==> src/shared/pcr_pkg.sv <==
// Constants, types and decode helpers for the parameter channel responder
package pcr_pkg;

	// Response codes
	typedef enum logic [3:0] {
		PCR_RSP_NONE = 4'b0000,
		PCR_RSP_WORD = 4'b0001,
		PCR_RSP_DWORD = 4'b0010,
		PCR_RSP_DESC = 4'b0011,
		PCR_RSP_ARR_WORD = 4'b0100,
		PCR_RSP_ARR_DWORD = 4'b0101,
		PCR_RSP_ARR_COUNT = 4'b0110,
		PCR_RSP_ERROR = 4'b0111
	} pcr_rsp_t;

	// Error identifiers placed in the value field
	localparam logic [15:0] PCR_ERR_BAD_NUMBER = 16'h0000;
	localparam logic [15:0] PCR_ERR_READ_ONLY = 16'h0001;
	localparam logic [15:0] PCR_ERR_LIMITS = 16'h0002;
	localparam logic [15:0] PCR_ERR_SUB_RANGE = 16'h0003;
	localparam logic [15:0] PCR_ERR_NOT_ARRAY = 16'h0004;
	localparam logic [15:0] PCR_ERR_SIZE = 16'h0005;
	localparam logic [15:0] PCR_ERR_CHAN_SMALL = 16'h0066;
	localparam logic [15:0] PCR_ERR_BAD_VALUE = 16'h0068;
	localparam logic [15:0] PCR_ERR_UNSUPPORTED = 16'h006a;

	// Error selector values written by software
	localparam logic [3:0] PCR_SEL_BAD_NUMBER = 4'h0;
	localparam logic [3:0] PCR_SEL_READ_ONLY = 4'h1;
	localparam logic [3:0] PCR_SEL_LIMITS = 4'h2;
	localparam logic [3:0] PCR_SEL_SUB_RANGE = 4'h3;
	localparam logic [3:0] PCR_SEL_NOT_ARRAY = 4'h4;
	localparam logic [3:0] PCR_SEL_SIZE = 4'h5;
	localparam logic [3:0] PCR_SEL_CHAN_SMALL = 4'h6;
	localparam logic [3:0] PCR_SEL_BAD_VALUE = 4'h7;
	localparam logic [3:0] PCR_SEL_UNSUPPORTED = 4'h8;

	// Identifier word fields
	localparam int PCR_CODE_LSB = 12;
	localparam int PCR_CODE_MSB = 15;
	localparam int PCR_PNU_LSB = 0;
	localparam int PCR_PNU_MSB = 10;

	// Index word fields
	localparam int PCR_SUB_LSB = 0;
	localparam int PCR_SUB_MSB = 7;
	localparam int PCR_PAGE_LSB = 10;
	localparam int PCR_PAGE_MSB = 15;
	localparam int PCR_PAGE_BITS = 6;
	localparam int PCR_FULL_W = 17;

	// Page offset contributed by each index bit 10..15
	localparam logic [16:0] PCR_PAGE_OFS [PCR_PAGE_BITS] = '{
		17'd32000,
		17'd64000,
		17'd4000,
		17'd8000,
		17'd16000,
		17'd2000
	};

	// Channel width in words
	localparam logic [2:0] PCR_WIDTH_WORD = 3'd3;
	localparam logic [2:0] PCR_WIDTH_DWORD = 3'd4;
	localparam logic [2:0] PCR_WIDTH_RESET = 3'd4;

	// Register byte offsets
	localparam logic [7:0] PCR_REG_REQ_ID = 8'h00;
	localparam logic [7:0] PCR_REG_REQ_INDEX = 8'h04;
	localparam logic [7:0] PCR_REG_REQ_VALUE = 8'h08;
	localparam logic [7:0] PCR_REG_DECODE = 8'h0c;
	localparam logic [7:0] PCR_REG_FULL_ID = 8'h10;
	localparam logic [7:0] PCR_REG_RESULT = 8'h14;
	localparam logic [7:0] PCR_REG_RES_VALUE = 8'h18;
	localparam logic [7:0] PCR_REG_RSP_ID = 8'h1c;
	localparam logic [7:0] PCR_REG_RSP_VALUE = 8'h20;
	localparam logic [7:0] PCR_REG_CHAN_WIDTH = 8'h24;
	localparam logic [7:0] PCR_REG_IRQ_STATUS = 8'h28;
	localparam logic [7:0] PCR_REG_IRQ_MASK = 8'h2c;

	// Result control fields
	localparam int PCR_RES_KIND_LSB = 0;
	localparam int PCR_RES_KIND_MSB = 3;
	localparam int PCR_RES_ERR_LSB = 8;
	localparam int PCR_RES_ERR_MSB = 11;

	// Interrupt status bits
	localparam int PCR_IRQ_ORDER = 0;
	localparam int PCR_IRQ_SENT = 1;
	localparam int PCR_IRQ_ERROR = 2;
	localparam int PCR_IRQ_RESERVED = 3;
	localparam int PCR_IRQ_W = 4;

	// Page index to full identifier offset
	function automatic logic [16:0] pcr_page_offset(input logic [15:0] index);
		logic [16:0] sum;
		sum = 17'h00000;
		for (int i = 0; i < PCR_PAGE_BITS; i++) begin
			if (index[PCR_PAGE_LSB + i]) begin
				sum = 17'(sum + PCR_PAGE_OFS[i]);
			end
		end
		return sum;
	endfunction : pcr_page_offset

	// Error selector to error identifier
	function automatic logic [15:0] pcr_err_id(input logic [3:0] sel);
		logic [15:0] id;
		case (sel)
			PCR_SEL_BAD_NUMBER: id = PCR_ERR_BAD_NUMBER;
			PCR_SEL_READ_ONLY: id = PCR_ERR_READ_ONLY;
			PCR_SEL_LIMITS: id = PCR_ERR_LIMITS;
			PCR_SEL_SUB_RANGE: id = PCR_ERR_SUB_RANGE;
			PCR_SEL_NOT_ARRAY: id = PCR_ERR_NOT_ARRAY;
			PCR_SEL_SIZE: id = PCR_ERR_SIZE;
			PCR_SEL_CHAN_SMALL: id = PCR_ERR_CHAN_SMALL;
			PCR_SEL_BAD_VALUE: id = PCR_ERR_BAD_VALUE;
			default: id = PCR_ERR_UNSUPPORTED;
		endcase
		return id;
	endfunction : pcr_err_id

endpackage : pcr_pkg

==> src/hdl/pcr_responder.sv <==
// Parameter channel responder with APB register access
`timescale 1ns/1ps
module pcr_responder
	import pcr_pkg::*;
(
	input wire logic pclk, // Bus clock, 100 MHz
	input wire logic presetn, // Async reset, active low
	input wire logic psel, // APB select
	input wire logic penable, // APB access phase
	input wire logic pwrite, // APB write
	input wire logic [7:0] paddr, // APB byte address
	input wire logic [31:0] pwdata, // APB write data
	output logic [31:0] prdata, // APB read data
	output logic pready, // APB ready
	output logic pslverr, // APB error, unmapped address
	input wire logic req_strobe, // Order arrives, one cycle
	input wire logic [15:0] req_id_word, // Master identifier word
	input wire logic [15:0] req_index_word, // Master index word
	input wire logic [31:0] req_value_field, // Master value field
	output logic rsp_strobe, // Response ready, one cycle
	output logic [15:0] parameter_id_word, // Response identifier word
	output logic [15:0] rsp_index_word, // Response index word
	output logic [31:0] parameter_value_field, // Response value field
	output logic irq // Level interrupt
);

	// Captured order
	logic [15:0] order_id;
	logic [15:0] order_index;
	logic [31:0] order_value;

	// Software controls and interrupt status
	logic [31:0] res_value;
	logic [2:0] chan_width;
	logic [PCR_IRQ_W-1:0] irq_mask;
	logic [PCR_IRQ_W-1:0] irq_status;

	// Bus decode
	wire bus_access = psel & penable;
	wire bus_wr = bus_access & pwrite;
	wire bus_rd = bus_access & ~pwrite;
	wire hit_req_id = (paddr == PCR_REG_REQ_ID);
	wire hit_req_index = (paddr == PCR_REG_REQ_INDEX);
	wire hit_req_value = (paddr == PCR_REG_REQ_VALUE);
	wire hit_decode = (paddr == PCR_REG_DECODE);
	wire hit_full_id = (paddr == PCR_REG_FULL_ID);
	wire hit_result = (paddr == PCR_REG_RESULT);
	wire hit_res_value = (paddr == PCR_REG_RES_VALUE);
	wire hit_rsp_id = (paddr == PCR_REG_RSP_ID);
	wire hit_rsp_value = (paddr == PCR_REG_RSP_VALUE);
	wire hit_chan_width = (paddr == PCR_REG_CHAN_WIDTH);
	wire hit_irq_status = (paddr == PCR_REG_IRQ_STATUS);
	wire hit_irq_mask = (paddr == PCR_REG_IRQ_MASK);
	wire hit_any = hit_req_id | hit_req_index | hit_req_value | hit_decode |
		hit_full_id | hit_result | hit_res_value | hit_rsp_id |
		hit_rsp_value | hit_chan_width | hit_irq_status | hit_irq_mask;

	// Zero-wait slave, error on unmapped address
	assign pready = 1'b1;
	assign pslverr = bus_access & ~hit_any;

	wire [7:0] order_sub = order_index[PCR_SUB_MSB:PCR_SUB_LSB];
	// page selector from top six bits; bits 8 and 9 dropped
	wire [PCR_PAGE_BITS-1:0] order_page = order_index[PCR_PAGE_MSB:PCR_PAGE_LSB];
	wire [10:0] order_pnu = order_id[PCR_PNU_MSB:PCR_PNU_LSB];

	// full identifier from scrambled page plus number
	wire [16:0] page_ofs = pcr_page_offset(order_index);
	wire [PCR_FULL_W-1:0] full_id = 17'(page_ofs + {6'h00, order_pnu});

	// Result command fields from the bus write
	wire res_go = bus_wr & hit_result;
	wire [3:0] res_kind = pwdata[PCR_RES_KIND_MSB:PCR_RES_KIND_LSB];
	wire [3:0] res_err = pwdata[PCR_RES_ERR_MSB:PCR_RES_ERR_LSB];

	// Channel width checks
	wire width_has_word = (chan_width >= PCR_WIDTH_WORD);
	wire width_has_dword = (chan_width >= PCR_WIDTH_DWORD);

	// codes above the error code are reserved
	wire kind_reserved = (res_kind > 4'(PCR_RSP_ERROR));
	// double word kinds need the wide channel
	wire kind_dword = (res_kind == 4'(PCR_RSP_DWORD)) |
		(res_kind == 4'(PCR_RSP_ARR_DWORD));
	wire kind_carries = (res_kind != 4'(PCR_RSP_NONE)) & ~kind_reserved;
	// response would not fit the channel
	wire too_narrow = kind_carries &
		((kind_dword & ~width_has_dword) | ~width_has_word);

	// Final response code selection
	pcr_rsp_t next_code;
	logic [31:0] next_value;
	always_comb begin
		next_code = PCR_RSP_NONE;
		next_value = 32'h00000000;
		// reserved kind becomes an unsupported-order error
		if (kind_reserved) begin
			next_code = PCR_RSP_ERROR;
			next_value = {16'h0000, PCR_ERR_UNSUPPORTED};
		end else if (too_narrow) begin
			next_code = PCR_RSP_ERROR;
			next_value = {16'h0000, PCR_ERR_CHAN_SMALL};
		end else begin
			case (res_kind)
				4'(PCR_RSP_NONE): begin
					next_code = PCR_RSP_NONE;
				end
				// single word value in low half
				4'(PCR_RSP_WORD): begin
					next_code = PCR_RSP_WORD;
					next_value = {16'h0000, res_value[15:0]};
				end
				4'(PCR_RSP_DWORD): begin
					next_code = PCR_RSP_DWORD;
					next_value = res_value;
				end
				4'(PCR_RSP_DESC): begin
					next_code = PCR_RSP_DESC;
					next_value = res_value;
				end
				4'(PCR_RSP_ARR_WORD): begin
					next_code = PCR_RSP_ARR_WORD;
					next_value = {16'h0000, res_value[15:0]};
				end
				4'(PCR_RSP_ARR_DWORD): begin
					next_code = PCR_RSP_ARR_DWORD;
					next_value = res_value;
				end
				4'(PCR_RSP_ARR_COUNT): begin
					next_code = PCR_RSP_ARR_COUNT;
					next_value = res_value;
				end
				4'(PCR_RSP_ERROR): begin
					next_code = PCR_RSP_ERROR;
					next_value = {16'h0000, pcr_err_id(res_err)};
				end
				default: begin
					next_code = PCR_RSP_ERROR;
					next_value = {16'h0000, PCR_ERR_UNSUPPORTED};
				end
			endcase
		end
	end

	// response code in top nibble, number echoed
	wire [15:0] next_id_word = {next_code, 1'b0, order_pnu};
	wire rsp_is_error = (next_code == PCR_RSP_ERROR);

	// Order capture from the link
	always_ff @(posedge pclk or negedge presetn) begin
		if (!presetn) begin
			order_id <= 16'h0000;
			order_index <= 16'h0000;
			order_value <= 32'h00000000;
		end else if (req_strobe) begin
			order_id <= req_id_word;
			order_index <= req_index_word;
			order_value <= req_value_field;
		end
	end

	// Software writable registers
	always_ff @(posedge pclk or negedge presetn) begin
		if (!presetn) begin
			res_value <= 32'h00000000;
			chan_width <= PCR_WIDTH_RESET;
			irq_mask <= '0;
		end else begin
			if (bus_wr & hit_res_value) begin
				res_value <= pwdata;
			end
			if (bus_wr & hit_chan_width) begin
				chan_width <= pwdata[2:0];
			end
			if (bus_wr & hit_irq_mask) begin
				irq_mask <= pwdata[PCR_IRQ_W-1:0];
			end
		end
	end

	// Response words, held until the next result command
	always_ff @(posedge pclk or negedge presetn) begin
		if (!presetn) begin
			parameter_id_word <= 16'h0000;
			rsp_index_word <= 16'h0000;
			parameter_value_field <= 32'h00000000;
			rsp_strobe <= 1'b0;
		end else begin
			rsp_strobe <= res_go;
			if (res_go) begin
				parameter_id_word <= next_id_word;
				rsp_index_word <= order_index;
				parameter_value_field <= next_value;
			end
		end
	end

	// Events; a new event wins over a read clear
	wire [PCR_IRQ_W-1:0] irq_event;
	assign irq_event[PCR_IRQ_ORDER] = req_strobe;
	assign irq_event[PCR_IRQ_SENT] = res_go;
	assign irq_event[PCR_IRQ_ERROR] = res_go & rsp_is_error;
	assign irq_event[PCR_IRQ_RESERVED] = res_go & kind_reserved;
	wire irq_clear = bus_rd & hit_irq_status;
	wire [PCR_IRQ_W-1:0] next_irq_status =
		(irq_clear ? '0 : irq_status) | irq_event;

	// Sticky status
	always_ff @(posedge pclk or negedge presetn) begin
		if (!presetn) begin
			irq_status <= '0;
		end else begin
			irq_status <= next_irq_status;
		end
	end

	assign irq = |(irq_status & irq_mask);

	// Read data selection
	always_comb begin
		prdata = 32'h00000000;
		if (bus_rd) begin
			case (1'b1)
				hit_req_id: prdata = {16'h0000, order_id};
				hit_req_index: prdata = {16'h0000, order_index};
				hit_req_value: prdata = order_value;
				hit_decode: prdata = {18'h00000, order_page, order_sub};
				hit_full_id: prdata = {15'h0000, full_id};
				hit_res_value: prdata = res_value;
				hit_rsp_id: prdata = {16'h0000, parameter_id_word};
				hit_rsp_value: prdata = parameter_value_field;
				hit_chan_width: prdata = {29'h00000000, chan_width};
				hit_irq_status: prdata = {28'h0000000, irq_status};
				hit_irq_mask: prdata = {28'h0000000, irq_mask};
				default: prdata = 32'h00000000;
			endcase
		end
	end

endmodule : pcr_responder

==> config.mk <==
export PLATFORM = sky130hd
export DESIGN_NAME = pcr_responder
export DESIGN_NICKNAME = d
export VERILOG_FILES = /design/src/shared/pcr_pkg.sv /design/src/hdl/pcr_responder.sv
export SDC_FILE = /design/constraint.sdc
export NUM_CORES = 1
export LEC_CHECK = 0
export BUFFER_PORTS_ARGS = -buffer_cell sky130_fd_sc_hd__buf_4
export CAP_MARGIN = 20
export CORE_MARGIN = 4
export CORE_UTILIZATION = 40
export CTS_BUF_LIST = sky130_fd_sc_hd__clkbuf_16
export DETAILED_ROUTE_END_ITERATION = 8
export GPL_TIMING_DRIVEN = 0
export HOLD_SLACK_MARGIN = 0.08
export PLACE_DENSITY = 0.63
export SLEW_MARGIN = 20
export SYNTH_ARGS = -nofsm -noshare
export SYNTH_HDL_FRONTEND = slang
export SYNTH_SLANG_ARGS = --single-unit
==> constraint.sdc <==
create_clock -name pclk -period 8.94 [get_ports pclk]
set_input_delay 0.894 -clock pclk [delete_from_list [all_inputs] [get_ports pclk]]
set_output_delay 0.894 -clock pclk [all_outputs]
set_load 0.01 [all_outputs]
# Word-level counts from Yosys, hierarchy flattened
# Memory sizes are Yosys's and may differ from the RTL's.
# Cells that the tools add are included.
[word_totals]
reg_bits = 171
latchBits = 0
rom_bits = 48
ram_bits = 0
memories = 1
inputBits = 110
[mem_list]
columns = ["name", "words", "width", "rd", "rd_clocked_by_memory_dff", "wr", "line_no", "source"]
rows = [
  ["(name not given)", 8, 6, 1, 0, 0, "pcr_pkg.sv:109", "case (sel)"],
]
[op_classes]
n_mux = 26
n_eq_ne = 19
mul = 0
n_addsub = 6
n_shift = 0
n_reduce_logical = 6
bitwise_logic = 34
div_mod_pow = 0
magnitude_cmp = 3
[op_table]
columns = ["operator", "n"]
rows = [
  ["two-way mux 32 bit", 11],
  ["one-hot mux 32 bit (4 select lines)", 1],
  ["two-way mux 17 bit", 5],
  ["== test 8 x 5 -> 1 bit, second input constant", 4],
  ["== test 8 x 6 -> 1 bit, second input constant", 4],
  ["two-way mux 4 bit", 6],
  ["one-hot mux 3 bit (7 select lines)", 1],
  ["== test 4 x 3 -> 1 bit, second input constant", 5],
  ["adder 17 x 11 -> 17 bit", 1],
  ["adder 17 x 11 -> 17 bit, second input constant", 1],
  ["adder 17 x 12 -> 17 bit, second input constant", 1],
  ["adder 17 x 13 -> 17 bit, second input constant", 1],
  ["adder 17 x 14 -> 17 bit, second input constant", 1],
  ["adder 17 x 16 -> 17 bit, second input constant", 1],
  ["== test 8 x 4 -> 1 bit, second input constant", 2],
  ["two-way mux 16 bit", 1],
  ["two-way mux 15 bit", 1],
  ["AND 1 bit", 14],
  ["OR 1 bit", 13],
  ["== test 4 x 2 -> 1 bit, second input constant", 2],
  ["== test 8 x 3 -> 1 bit, second input constant", 1],
  ["zero test 8 bit", 1],
  ["OR reduction 4 bit", 2],
  ["NOT 1 bit", 5],
  ["9 further kinds", 9],
]

# Depth between registers and ports, before layout
# Gate-level depths: netlist of the first run.
[depth]
ltp_word = 18
mapped_depth = 19
mapped_depth_nobuf = 18

# Worst setup path before layout of the first run
# OpenSTA, ideal clock, no wires.
[synth_timing]
kind = "reg-to-output"
start = "reg order_index[10]"
end = "out prdata[16]"
t_required_ns = 8.046
arrival_time_ns = 3.861
slack_ns = 4.185
n_path_buf = 1
stages_incl_launch_ff = 17
path_cell_list = "dfrtp_1 > buf_4 > inv_1 > ha_1 > and2b_4 > nor2_2 > ha_1 > nand2_1 > and3_1 > nor2_2 > nor4_2 > mux2_2 > nor3b_1 > xor2_1 > nor4_4 > xnor2_1 > a211oi_2"
[synth_via]
elab_chain_len = 18
[synth_lines]
columns = ["element", "line_no", "source"]
rows = [
  ["start, declared", "pcr_responder.sv:29", "logic [15:0] order_index;"],
  ["start signal, assigned", "pcr_responder.sv:157", "order_index <= req_index_word;"],
  ["two-way mux 15 bit *", "pcr_pkg.sv:99", "if (index[PCR_PAGE_LSB + i]) begin"],
  ["adder 17 x 16 -> 17 bit", "pcr_pkg.sv:100", "sum = 17'(sum + PCR_PAGE_OFS[i]);"],
  ["two-way mux 17 bit *", "pcr_pkg.sv:99", ""],
  ["adder 17 x 12 -> 17 bit", "pcr_pkg.sv:100", ""],
  ["two-way mux 17 bit *", "pcr_pkg.sv:99", ""],
  ["adder 17 x 13 -> 17 bit", "pcr_pkg.sv:100", ""],
  ["two-way mux 17 bit *", "pcr_pkg.sv:99", ""],
  ["adder 17 x 14 -> 17 bit", "pcr_pkg.sv:100", ""],
  ["two-way mux 17 bit *", "pcr_pkg.sv:99", ""],
  ["adder 17 x 11 -> 17 bit", "pcr_pkg.sv:100", ""],
  ["two-way mux 17 bit *", "pcr_pkg.sv:99", ""],
  ["adder 17 x 11 -> 17 bit *", "pcr_responder.sv:69", "wire [PCR_FULL_W-1:0] full_id = 17'(page_ofs + {6'h00, order_pnu});"],
  ["two-way mux 32 bit * (5 in a row)", "pcr_responder.sv:223", "case (1'b1)"],
  ["two-way mux 32 bit *", "pcr_responder.sv:222", "if (bus_rd) begin"],
  ["end, declared", "pcr_responder.sv:13", "output logic [31:0] prdata,"],
]
# Mark *: on every way between the ends. The rest lies on a longest branch, timed or not.

# Worst setup path in the final report of the first run
# Same ends and word-level chain as after synthesis.

==> PnR_summary.wiki, run 1 <==
{| class="wikitable"
! Metric !! Value
|-
| Antenna violations before repair || 0
|-
| Minimum clock period || roughly 6 ns
|-
| Routability cong. || 0.949
|-
| Largest cells by area after synthesis || dfrtp_1 (47%), mux2_2 (12%), nand2_1 (5.6%)
|-
| Number of setup buffers added after CTS || 0
|-
| Number of antenna diodes || 0
|-
| Drt wl/cell || approximately 23 µm
|-
| Critical R2R Launch || chan_width[0]$_DFFE_PN0P_
|-
| Worst Reg-to-Reg Cells || 9
|-
| Fraction of synthesis flops using an asynchronous set or reset pin || 1.00
|-
| Final TNS setup || 0 ns
|-
| Wire length of the first global-routing pass || 46800 µm
|-
| Fraction of synthesized cell area taken by the top area cell type || 0.469
|-
| Crit Path Max Fanout || 10
|-
| Post-Syn Area || ~9000 µm²
|-
| Later-pin clock latency in the skew report || roughly 0.44 ns
|-
| Global-route congestion overflow total || 0
|-
| Layout cells sized above 1 || 0.341
|-
| Reported leakage power || ~0.0053 µW
|-
| Number of standard cells in the final layout excluding fillers || roughly 1.4k
|-
| Core Rows || 54
|-
| DRT antenna net count || 0
|-
| Number of port buffers || a little over 200
|-
| Final instance area || approximately 12000 µm²
|-
| Sort of element at the start of the critical path || flop
|-
| Starting DRC count in detailed routing || around 680
|-
| Boundary pin count || 210
|-
| Half-perimeter wire length of the detailed placement result || 23900 µm
|-
| Final hold violation count || 0
|-
| Number of warnings issued by yosys || 0
|-
| Signed area change from the synthesized netlist to the final layout || 28.6%
|-
| Unrepaired setup endpoints after global routing || no
|-
| Max-cap violations || 0
|-
| Syn_area_per_cell || 10.5 µm²
|-
| Number of pins exceeding their max-slew limit in the final report || 0
|-
| Post-cts repair resize count || 0
|-
| Die Y-Extent || between 150 and 200 µm
|-
| H-tree depth || 4
|-
| Cell count after synthesis || 859
|-
| Number of library cell types mapped by synthesis || 74
|-
| Path class of the lowest-slack min-delay path || input pin to async pin
|-
| Largest net degree at the start of global routing || slightly above 70
|-
| Number of buffers on the longest clock path || 2
|-
| Standard cell core area || between 20000 and 25000 µm²
|-
| Cell count after placement || approximately 1.3k
|-
| Transition time at the pin with the least slew margin || approximately 1.1 ns
|-
| Outcome || finished, final reports clean
|-
| Number of vias in the routed layout || 7934
|-
| Instance area at placement || 11000 µm²
|-
| Headroom to the max-slew limit || 0.274
|-
| Share of the yosys chip area belonging to registers || 0.472
|-
| Top FF cell, synth || dfrtp_1
|-
| Post-Route WL || approximately 31000 µm
|-
| Clk_skew || approximately 0.015 ns
|-
| Drt first pass iters || 5
|-
| Kind of end point of the critical path || primary output
|-
| Critical Path Sink || prdata[16]
|-
| CTS Hold Bufs || 0
|-
| Worst Path Arrival || 5.03 ns
|-
| Die span in x || 158 µm
|-
| Number of nets in the finished design || around 1.2k
|-
| Setup violation total in the final timing report || 0
|-
| Timing-limited maximum frequency || 169 MHz
|-
| Register clock-pin slew on the reported worst setup and hold paths || about 0.070 ns
|-
| Flip-flop and latch count after synthesis || 170
|-
| CTS Root Buffer Type || clkbuf_16
|-
| Clock tree from TritonCTS || done
|-
| Number of buffers created by CTS || 17
|-
| Number of remaining DRC errors || 0
|-
| Per-cell via count in the routed design || 5.75
|-
| Number of flops mapped to enable cells by yosys || 0
|-
| Global router's overall resource usage || 0.249
|-
| Data required time at the worst endpoint || 8.05 ns
|-
| Worst hold slack across all endpoints || 0.339 ns
|-
| Clock net sink count || 170
|-
| Pwr per Cell Area || around 170 nW/µm²
|-
| Worst flop-to-flop path endpoint || parameter_value_field[29]$_DFFE_PN0P_
|-
| Category of the most critical setup path || flop to primary output
|-
| Final design utilization || 0.527
|-
| Initial core utilization || 0.410
|-
| Via count of the first global-routing pass || around 8.0k
|-
| Critical path startpoint || order_index[10]$_DFFE_PN0P_
|-
| Peak supply drop || ~0.11 mV
|-
| Top cell type by total area after synthesis || dfrtp_1
|-
| Area of the die || between 20000 and 30000 µm²
|-
| Register-to-register path setup slack || slightly below 6 ns
|-
| Fin crit share || 0.663
|}
-- logic make-up (layout without fill, tap and decap cells) --
family                   count (synthesis)  after routing  synth area share
multiplexers                           105            105             0.131
AO/OA/AOI/OAI                          210            210             0.175
flip-flops                             170            170             0.472
AND/OR/NAND/NOR                        257            257             0.130
other                                    2              3          0.000833
XOR/XNOR                                32             32            0.0352
adder cells (fa/ha/maj)                 17             17            0.0244
buffers and inverters                   66            305            0.0320
-- critical path, cell delays in order (launching register included) --
cell and delay, ns:
dfrtp_1 0.40, buf_4 0.25, inv_1 0.15, ha_1 0.40
and2b_4 0.30, nor2_2 0.05, ha_1 0.19, nand2_1 0.13
and3_1 0.21, nor2_2 0.09, nor4_2 0.66, mux2_2 0.42
nor3b_1 0.22, xor2_1 0.35, nor4_4 0.09, xnor2_1 0.36
a211oi_2 0.15, buf_4 0.19
-- through the flow --
step / setup slack [ns] / total power [µW]
detailed placement: 3.49 / 1230
floorplan: 4.18 / 1090
CTS: 3.00 / 2010
global route: 2.69 / 2090
finish: 3.01 / 2010
global placement: 3.51 / 1220
-- layout by cell type (no fill, tap or decap), types with 5 or more instances in the layout --
cell type / synthesis / final
a22oi_1: 22 / 22
buf_4: 4 / 208
inv_1: 12 / 13
dfrtp_1: 169 / 169
a222oi_1: 19 / 19
a21oi_1: 29 / 29
nor3_1: 16 / 16
o21ai_0: 33 / 33
clkbuf_16: 0 / 17
mux2i_1: 7 / 7
ha_1: 16 / 16
mux2_2: 97 / 97
o22ai_1: 6 / 6
or2_2: 8 / 8
a221oi_1: 12 / 12
clkbuf_1: 40 / 40
nand2_1: 134 / 134
o221ai_1: 7 / 7
o211ai_1: 5 / 5
or3_1: 6 / 6
xnor2_1: 17 / 17
nor2_1: 50 / 50
a22o_1: 31 / 31
nand3_1: 14 / 14
a31oi_1: 14 / 14
xor2_1: 10 / 10
-- power by group --
group	switching, µW	internal (µW)
Clock	341	448
Combinational	210	169
Sequential	33.6	803
-- registers in the layout (all words and copies together), names as in the netlist --
signal and flops:
order_value 32, parameter_value_field 32, res_value 32, order_id 16, order_index 16, rsp_index_word 16
parameter_id_word 14, irq_mask 4, irq_status 4, chan_width 3, rsp_strobe 1
-- per-layer routing --
metal  part of all wire  vias to the layer above  wire, µm  GRT usage
li1                   -                     3606         -          -
met1               0.40                     3913     12500      0.321
met2               0.47                      360     14600      0.393
met3              0.098                       55      3050     0.0790
met4              0.033                        0      1020     0.0959
met5                  0                        -         0          0
-- Yosys cell counts (4+ instances only) --
| cell type | n |
|---|---|
| nand2b_1 | 4 |
| a222oi_1 | 19 |
| nor3_1 | 16 |
| a221oi_1 | 12 |
| mux2_2 | 97 |
| xnor2_1 | 17 |
| o22ai_1 | 6 |
| mux2i_1 | 7 |
| buf_1 | 4 |
| ha_1 | 16 |
| a31oi_1 | 14 |
| a21oi_1 | 29 |
| a22oi_1 | 22 |
| o211ai_1 | 5 |
| buf_4 | 4 |
| a22o_1 | 31 |
| nand3_1 | 14 |
| nand2_1 | 134 |
| o221ai_1 | 7 |
| clkbuf_1 | 40 |
| a21o_1 | 4 |
| or3_1 | 6 |
| nor2_1 | 50 |
| xor2_1 | 10 |
| dfrtp_1 | 169 |
| or2_2 | 8 |
| o21ai_0 | 33 |
| inv_1 | 12 |
-- layout make-up --
class,instances,area (µm²)
Buffer,52,234
Clock buffer,17,425
Clock inverter,15,193
Fill cell,2062,10400
Inverter,14,55.1
Multi-Input combinational cell,624,4480
Sequential cell,170,4260
Tap cell,280,350
Timing Repair Buffer,207,1600
-- worst min path at each step --
stage                                         end  slack, ns
floorplan           rsp_index_word[7]$_DFFE_PN0P_       0.46
global placement    rsp_index_word[3]$_DFFE_PN0P_       0.46
detailed placement  rsp_index_word[6]$_DFFE_PN0P_       0.47
CTS                   order_value[19]$_DFFE_PN0P_       0.35
global route          order_value[19]$_DFFE_PN0P_       0.36
finish                order_value[19]$_DFFE_PN0P_       0.34
Power figures use the tool's default switching activity.
==> run 2, diff against run 1 <==
==> constraint.sdc (replaced) <==
create_clock -name pclk -period 5.8 [get_ports pclk]
set_input_delay 0.58 -clock pclk [delete_from_list [all_inputs] [get_ports pclk]]
set_output_delay 0.58 -clock pclk [all_outputs]
set_load 0.01 [all_outputs]
==> PnR_summary.wiki, run 2 (same netlist as run 1, synthesis figures left out) <==
{| class="wikitable"
! Metric !! Value
|-
| Die span in x || 158 µm (unchanged)
|-
| Number of vias in the routed layout || 7982 (+0.60%)
|-
| H-tree depth || 4 (unchanged)
|-
| Standard cell core area || 22000 µm² (unchanged)
|-
| Post-Route WL || 31200 µm (about the same)
|-
| Max-cap violations || 0 (unchanged)
|-
| Core Rows || 54 (unchanged)
|-
| Least setup slack across all paths after layout || 0.334 ns (-2.68 ns)
|-
| Minimum clock period || around 5.5 ns
|-
| Wire length of the first global-routing pass || 46800 µm (about the same)
|-
| Later-pin clock latency in the skew report || 0.44 ns (about the same)
|-
| Most common cell after layout, fill and taps aside || buf_4
|-
| Fin crit share || 0.942
|-
| Switching power as a share of total power || 0.292 (about the same)
|-
| Share of total power in the clock network || 0.392 (about the same)
|-
| Number of nets in the finished design || 1214 (+0.082%)
|-
| Path class of the lowest-slack min-delay path || input pin to flop
|-
| Sort of element at the start of the critical path || flop
|-
| Final hold violation count || 0 (unchanged)
|-
| Peak supply drop || 0.169 mV (+53%)
|-
| Clk_skew || 0.0164 ns (+0.00173 ns)
|-
| Antenna violations before repair || 0 (unchanged)
|-
| Kind of end point of the critical path || primary output
|-
| DRT antenna net count || 0 (unchanged)
|-
| Number of buffers created by CTS || 17 (unchanged)
|-
| Final TNS setup || 0 ns (unchanged)
|-
| Post-Place Setup Slack || 0.661 ns (-2.83 ns)
|-
| CTS Root Buffer Type || clkbuf_16
|-
| Unrepaired setup endpoints after global routing || no
|-
| Clock net sink count || 170 (unchanged)
|-
| Via count of the first global-routing pass || 7971 (+0.038%)
|-
| Logic gate share of total power || 0.191 (+0.002)
|-
| Number of port buffers || 204 (unchanged)
|-
| Number of pins exceeding their max-slew limit in the final report || 0 (unchanged)
|-
| Signed area change from the synthesized netlist to the final layout || 28.8%
|-
| Worst hold path stage count || 3
|-
| Layout cells sized above 1 || 0.342 (+0.000599)
|-
| Int Pwr || 2190 µW (+54%)
|-
| Transition time at the pin with the least slew margin || 1.07 ns (-0.0130 ns)
|-
| Net load switching power || 904 µW (+54%)
|-
| Data required time at the worst endpoint || 5.22 ns (-2.83 ns)
|-
| Worst Path Arrival || 4.89 ns (-0.14 ns)
|-
| Final total power || 3090 µW (+54%)
|-
| Half-perimeter wire length of the detailed placement result || 23900 µm (unchanged)
|-
| Drt first pass iters || 6 (+1)
|-
| Pwr per Cell Area || 266 nW/µm² (+54%)
|-
| Headroom to the max-slew limit || 0.283 (+0.00876)
|-
| Timing-limited maximum frequency || around 180 MHz
|-
| Initial core utilization || 0.410 (unchanged)
|-
| Starting DRC count in detailed routing || 681 (+0.29%)
|-
| Commonest cells after routing, fill and taps aside || buf_4 (208), dfrtp_1 (169), nand2_1 (134)
|-
| Die Y-Extent || 158 µm (unchanged)
|-
| Clock tree from TritonCTS || done
|-
| Global router's overall resource usage || 0.249 (about the same)
|-
| Crit Path Max Fanout || 11 (+1)
|-
| Boundary pin count || 210 (unchanged)
|-
| Largest net degree at the start of global routing || 72 (unchanged)
|-
| Number of remaining DRC errors || 0 (unchanged)
|-
| Number of antenna diodes || 0 (unchanged)
|-
| Outcome || finished, final reports clean
|-
| Routability cong. || 0.949 (unchanged)
|-
| Global-route congestion overflow total || 0 (unchanged)
|-
| Setup violation total in the final timing report || 0 (unchanged)
|-
| Drt wl/cell || 22.6 µm (about the same)
|-
| Number of setup buffers added after CTS || 0 (unchanged)
|-
| Worst Reg-to-Reg Cells || 9 (unchanged)
|-
| Per-cell via count in the routed design || 5.78 (+0.53%)
|-
| Area of the die || 25000 µm² (unchanged)
|-
| Share of power burned in registers || 0.417 (about the same)
|-
| Reported leakage power || 0.00533 µW (+0.13%)
|-
| Register clock-pin slew on the reported worst setup and hold paths || 0.07 ns (about the same)
|-
| Number of buffers on the longest clock path || 2 (unchanged)
|-
| Regs by FF count || order_value (32), parameter_value_field (32), res_value (32)
|-
| Filler Cells Inserted || 2060 (-0.097%)
|-
| Category of the most critical setup path || flop to primary output
|}
## run 2: worst max-delay path, stage by stage (launching register included)
cell	delay, ns
dfrtp_1	0.64
inv_1	0.17
ha_1	0.39
and2b_4	0.31
nor2_2	0.05
ha_1	0.19
nand2_1	0.13
and3_1	0.22
nor2_2	0.10
nor4_4	0.48
mux2_2	0.40
nor3b_1	0.22
xor2_1	0.34
nor4_4	0.09
xnor2_1	0.38
a211oi_2	0.15
buf_4	0.18
## run 2: power by group through the flow
stage                     sequential (µW)  clock, µW  combinational [µW]
final                                1290       1210                 590
after global routing                 1290       1280                 643
after CTS                            1290       1230                 582
after detailed placement             1310          0                 577
after global placement               1310          0                 564
after floorplan                      1290          0                 386
## run 2: per-stage QoR
step,utilization,hold WS [ns],instance area (µm²),instances
floorplan,-,0.284,9020,860
CTS,0.527,0.340,11600,1380
finish,0.528,0.362,11600,1380
detailed placement,0.499,0.470,11000,1347
global placement,0.495,0.462,10900,1344
global route,0.528,0.352,11600,1380
## run 2: layout make-up
class | instances | area (µm²) | share of cell area
Tap cell | 280 | 350 | 0.0301
Buffer | 52 | 234 | 0.0201
Timing Repair Buffer | 208 | 1610 | 0.139
Inverter | 14 | 55.1 | 0.00474
Clock inverter | 15 | 193 | 0.0166
Multi-Input combinational cell | 624 | 4500 | 0.387
Sequential cell | 170 | 4260 | 0.366
Clock buffer | 17 | 425 | 0.0366
## run 2: final timing paths
| check | startpoint | endpoint | slack (ns) |
|---|---|---|---|
| max in group asynchronous | presetn | res_value[8]$_DFFE_PN0P_ | 4.19 |
| max reg2reg | chan_width[0]$_DFFE_PN0P_ | parameter_value_field[29]$_DFFE_PN0P_ | 2.66 |
| min in group asynchronous | presetn | order_value[19]$_DFFE_PN0P_ | 0.62 |
| min | req_index_word[14] | order_index[14]$_DFFE_PN0P_ | 0.36 |
| min reg2reg | rsp_index_word[1]$_DFFE_PN0P_ | rsp_index_word[1]$_DFFE_PN0P_ | 0.48 |
| max | order_index[11]$_DFFE_PN0P_ | prdata[16] | 0.33 |
## run 2: what timing repair did
item                                   4_1_cts  5_1_grt
hold buffers                                 1        0
endpoints found under the hold margin       47        0
setup endpoints to repair                    0        4
resized for setup                            0        2
## run 2: metal layers
metal / wire length, µm / part of all wire / track usage
met1: 12300 / 0.39 / 0.322
met2: 14600 / 0.47 / 0.393
met3: 3280 / 0.11 / 0.0790
met4: 1110 / 0.036 / 0.0959
met5: 0 / 0 / 0
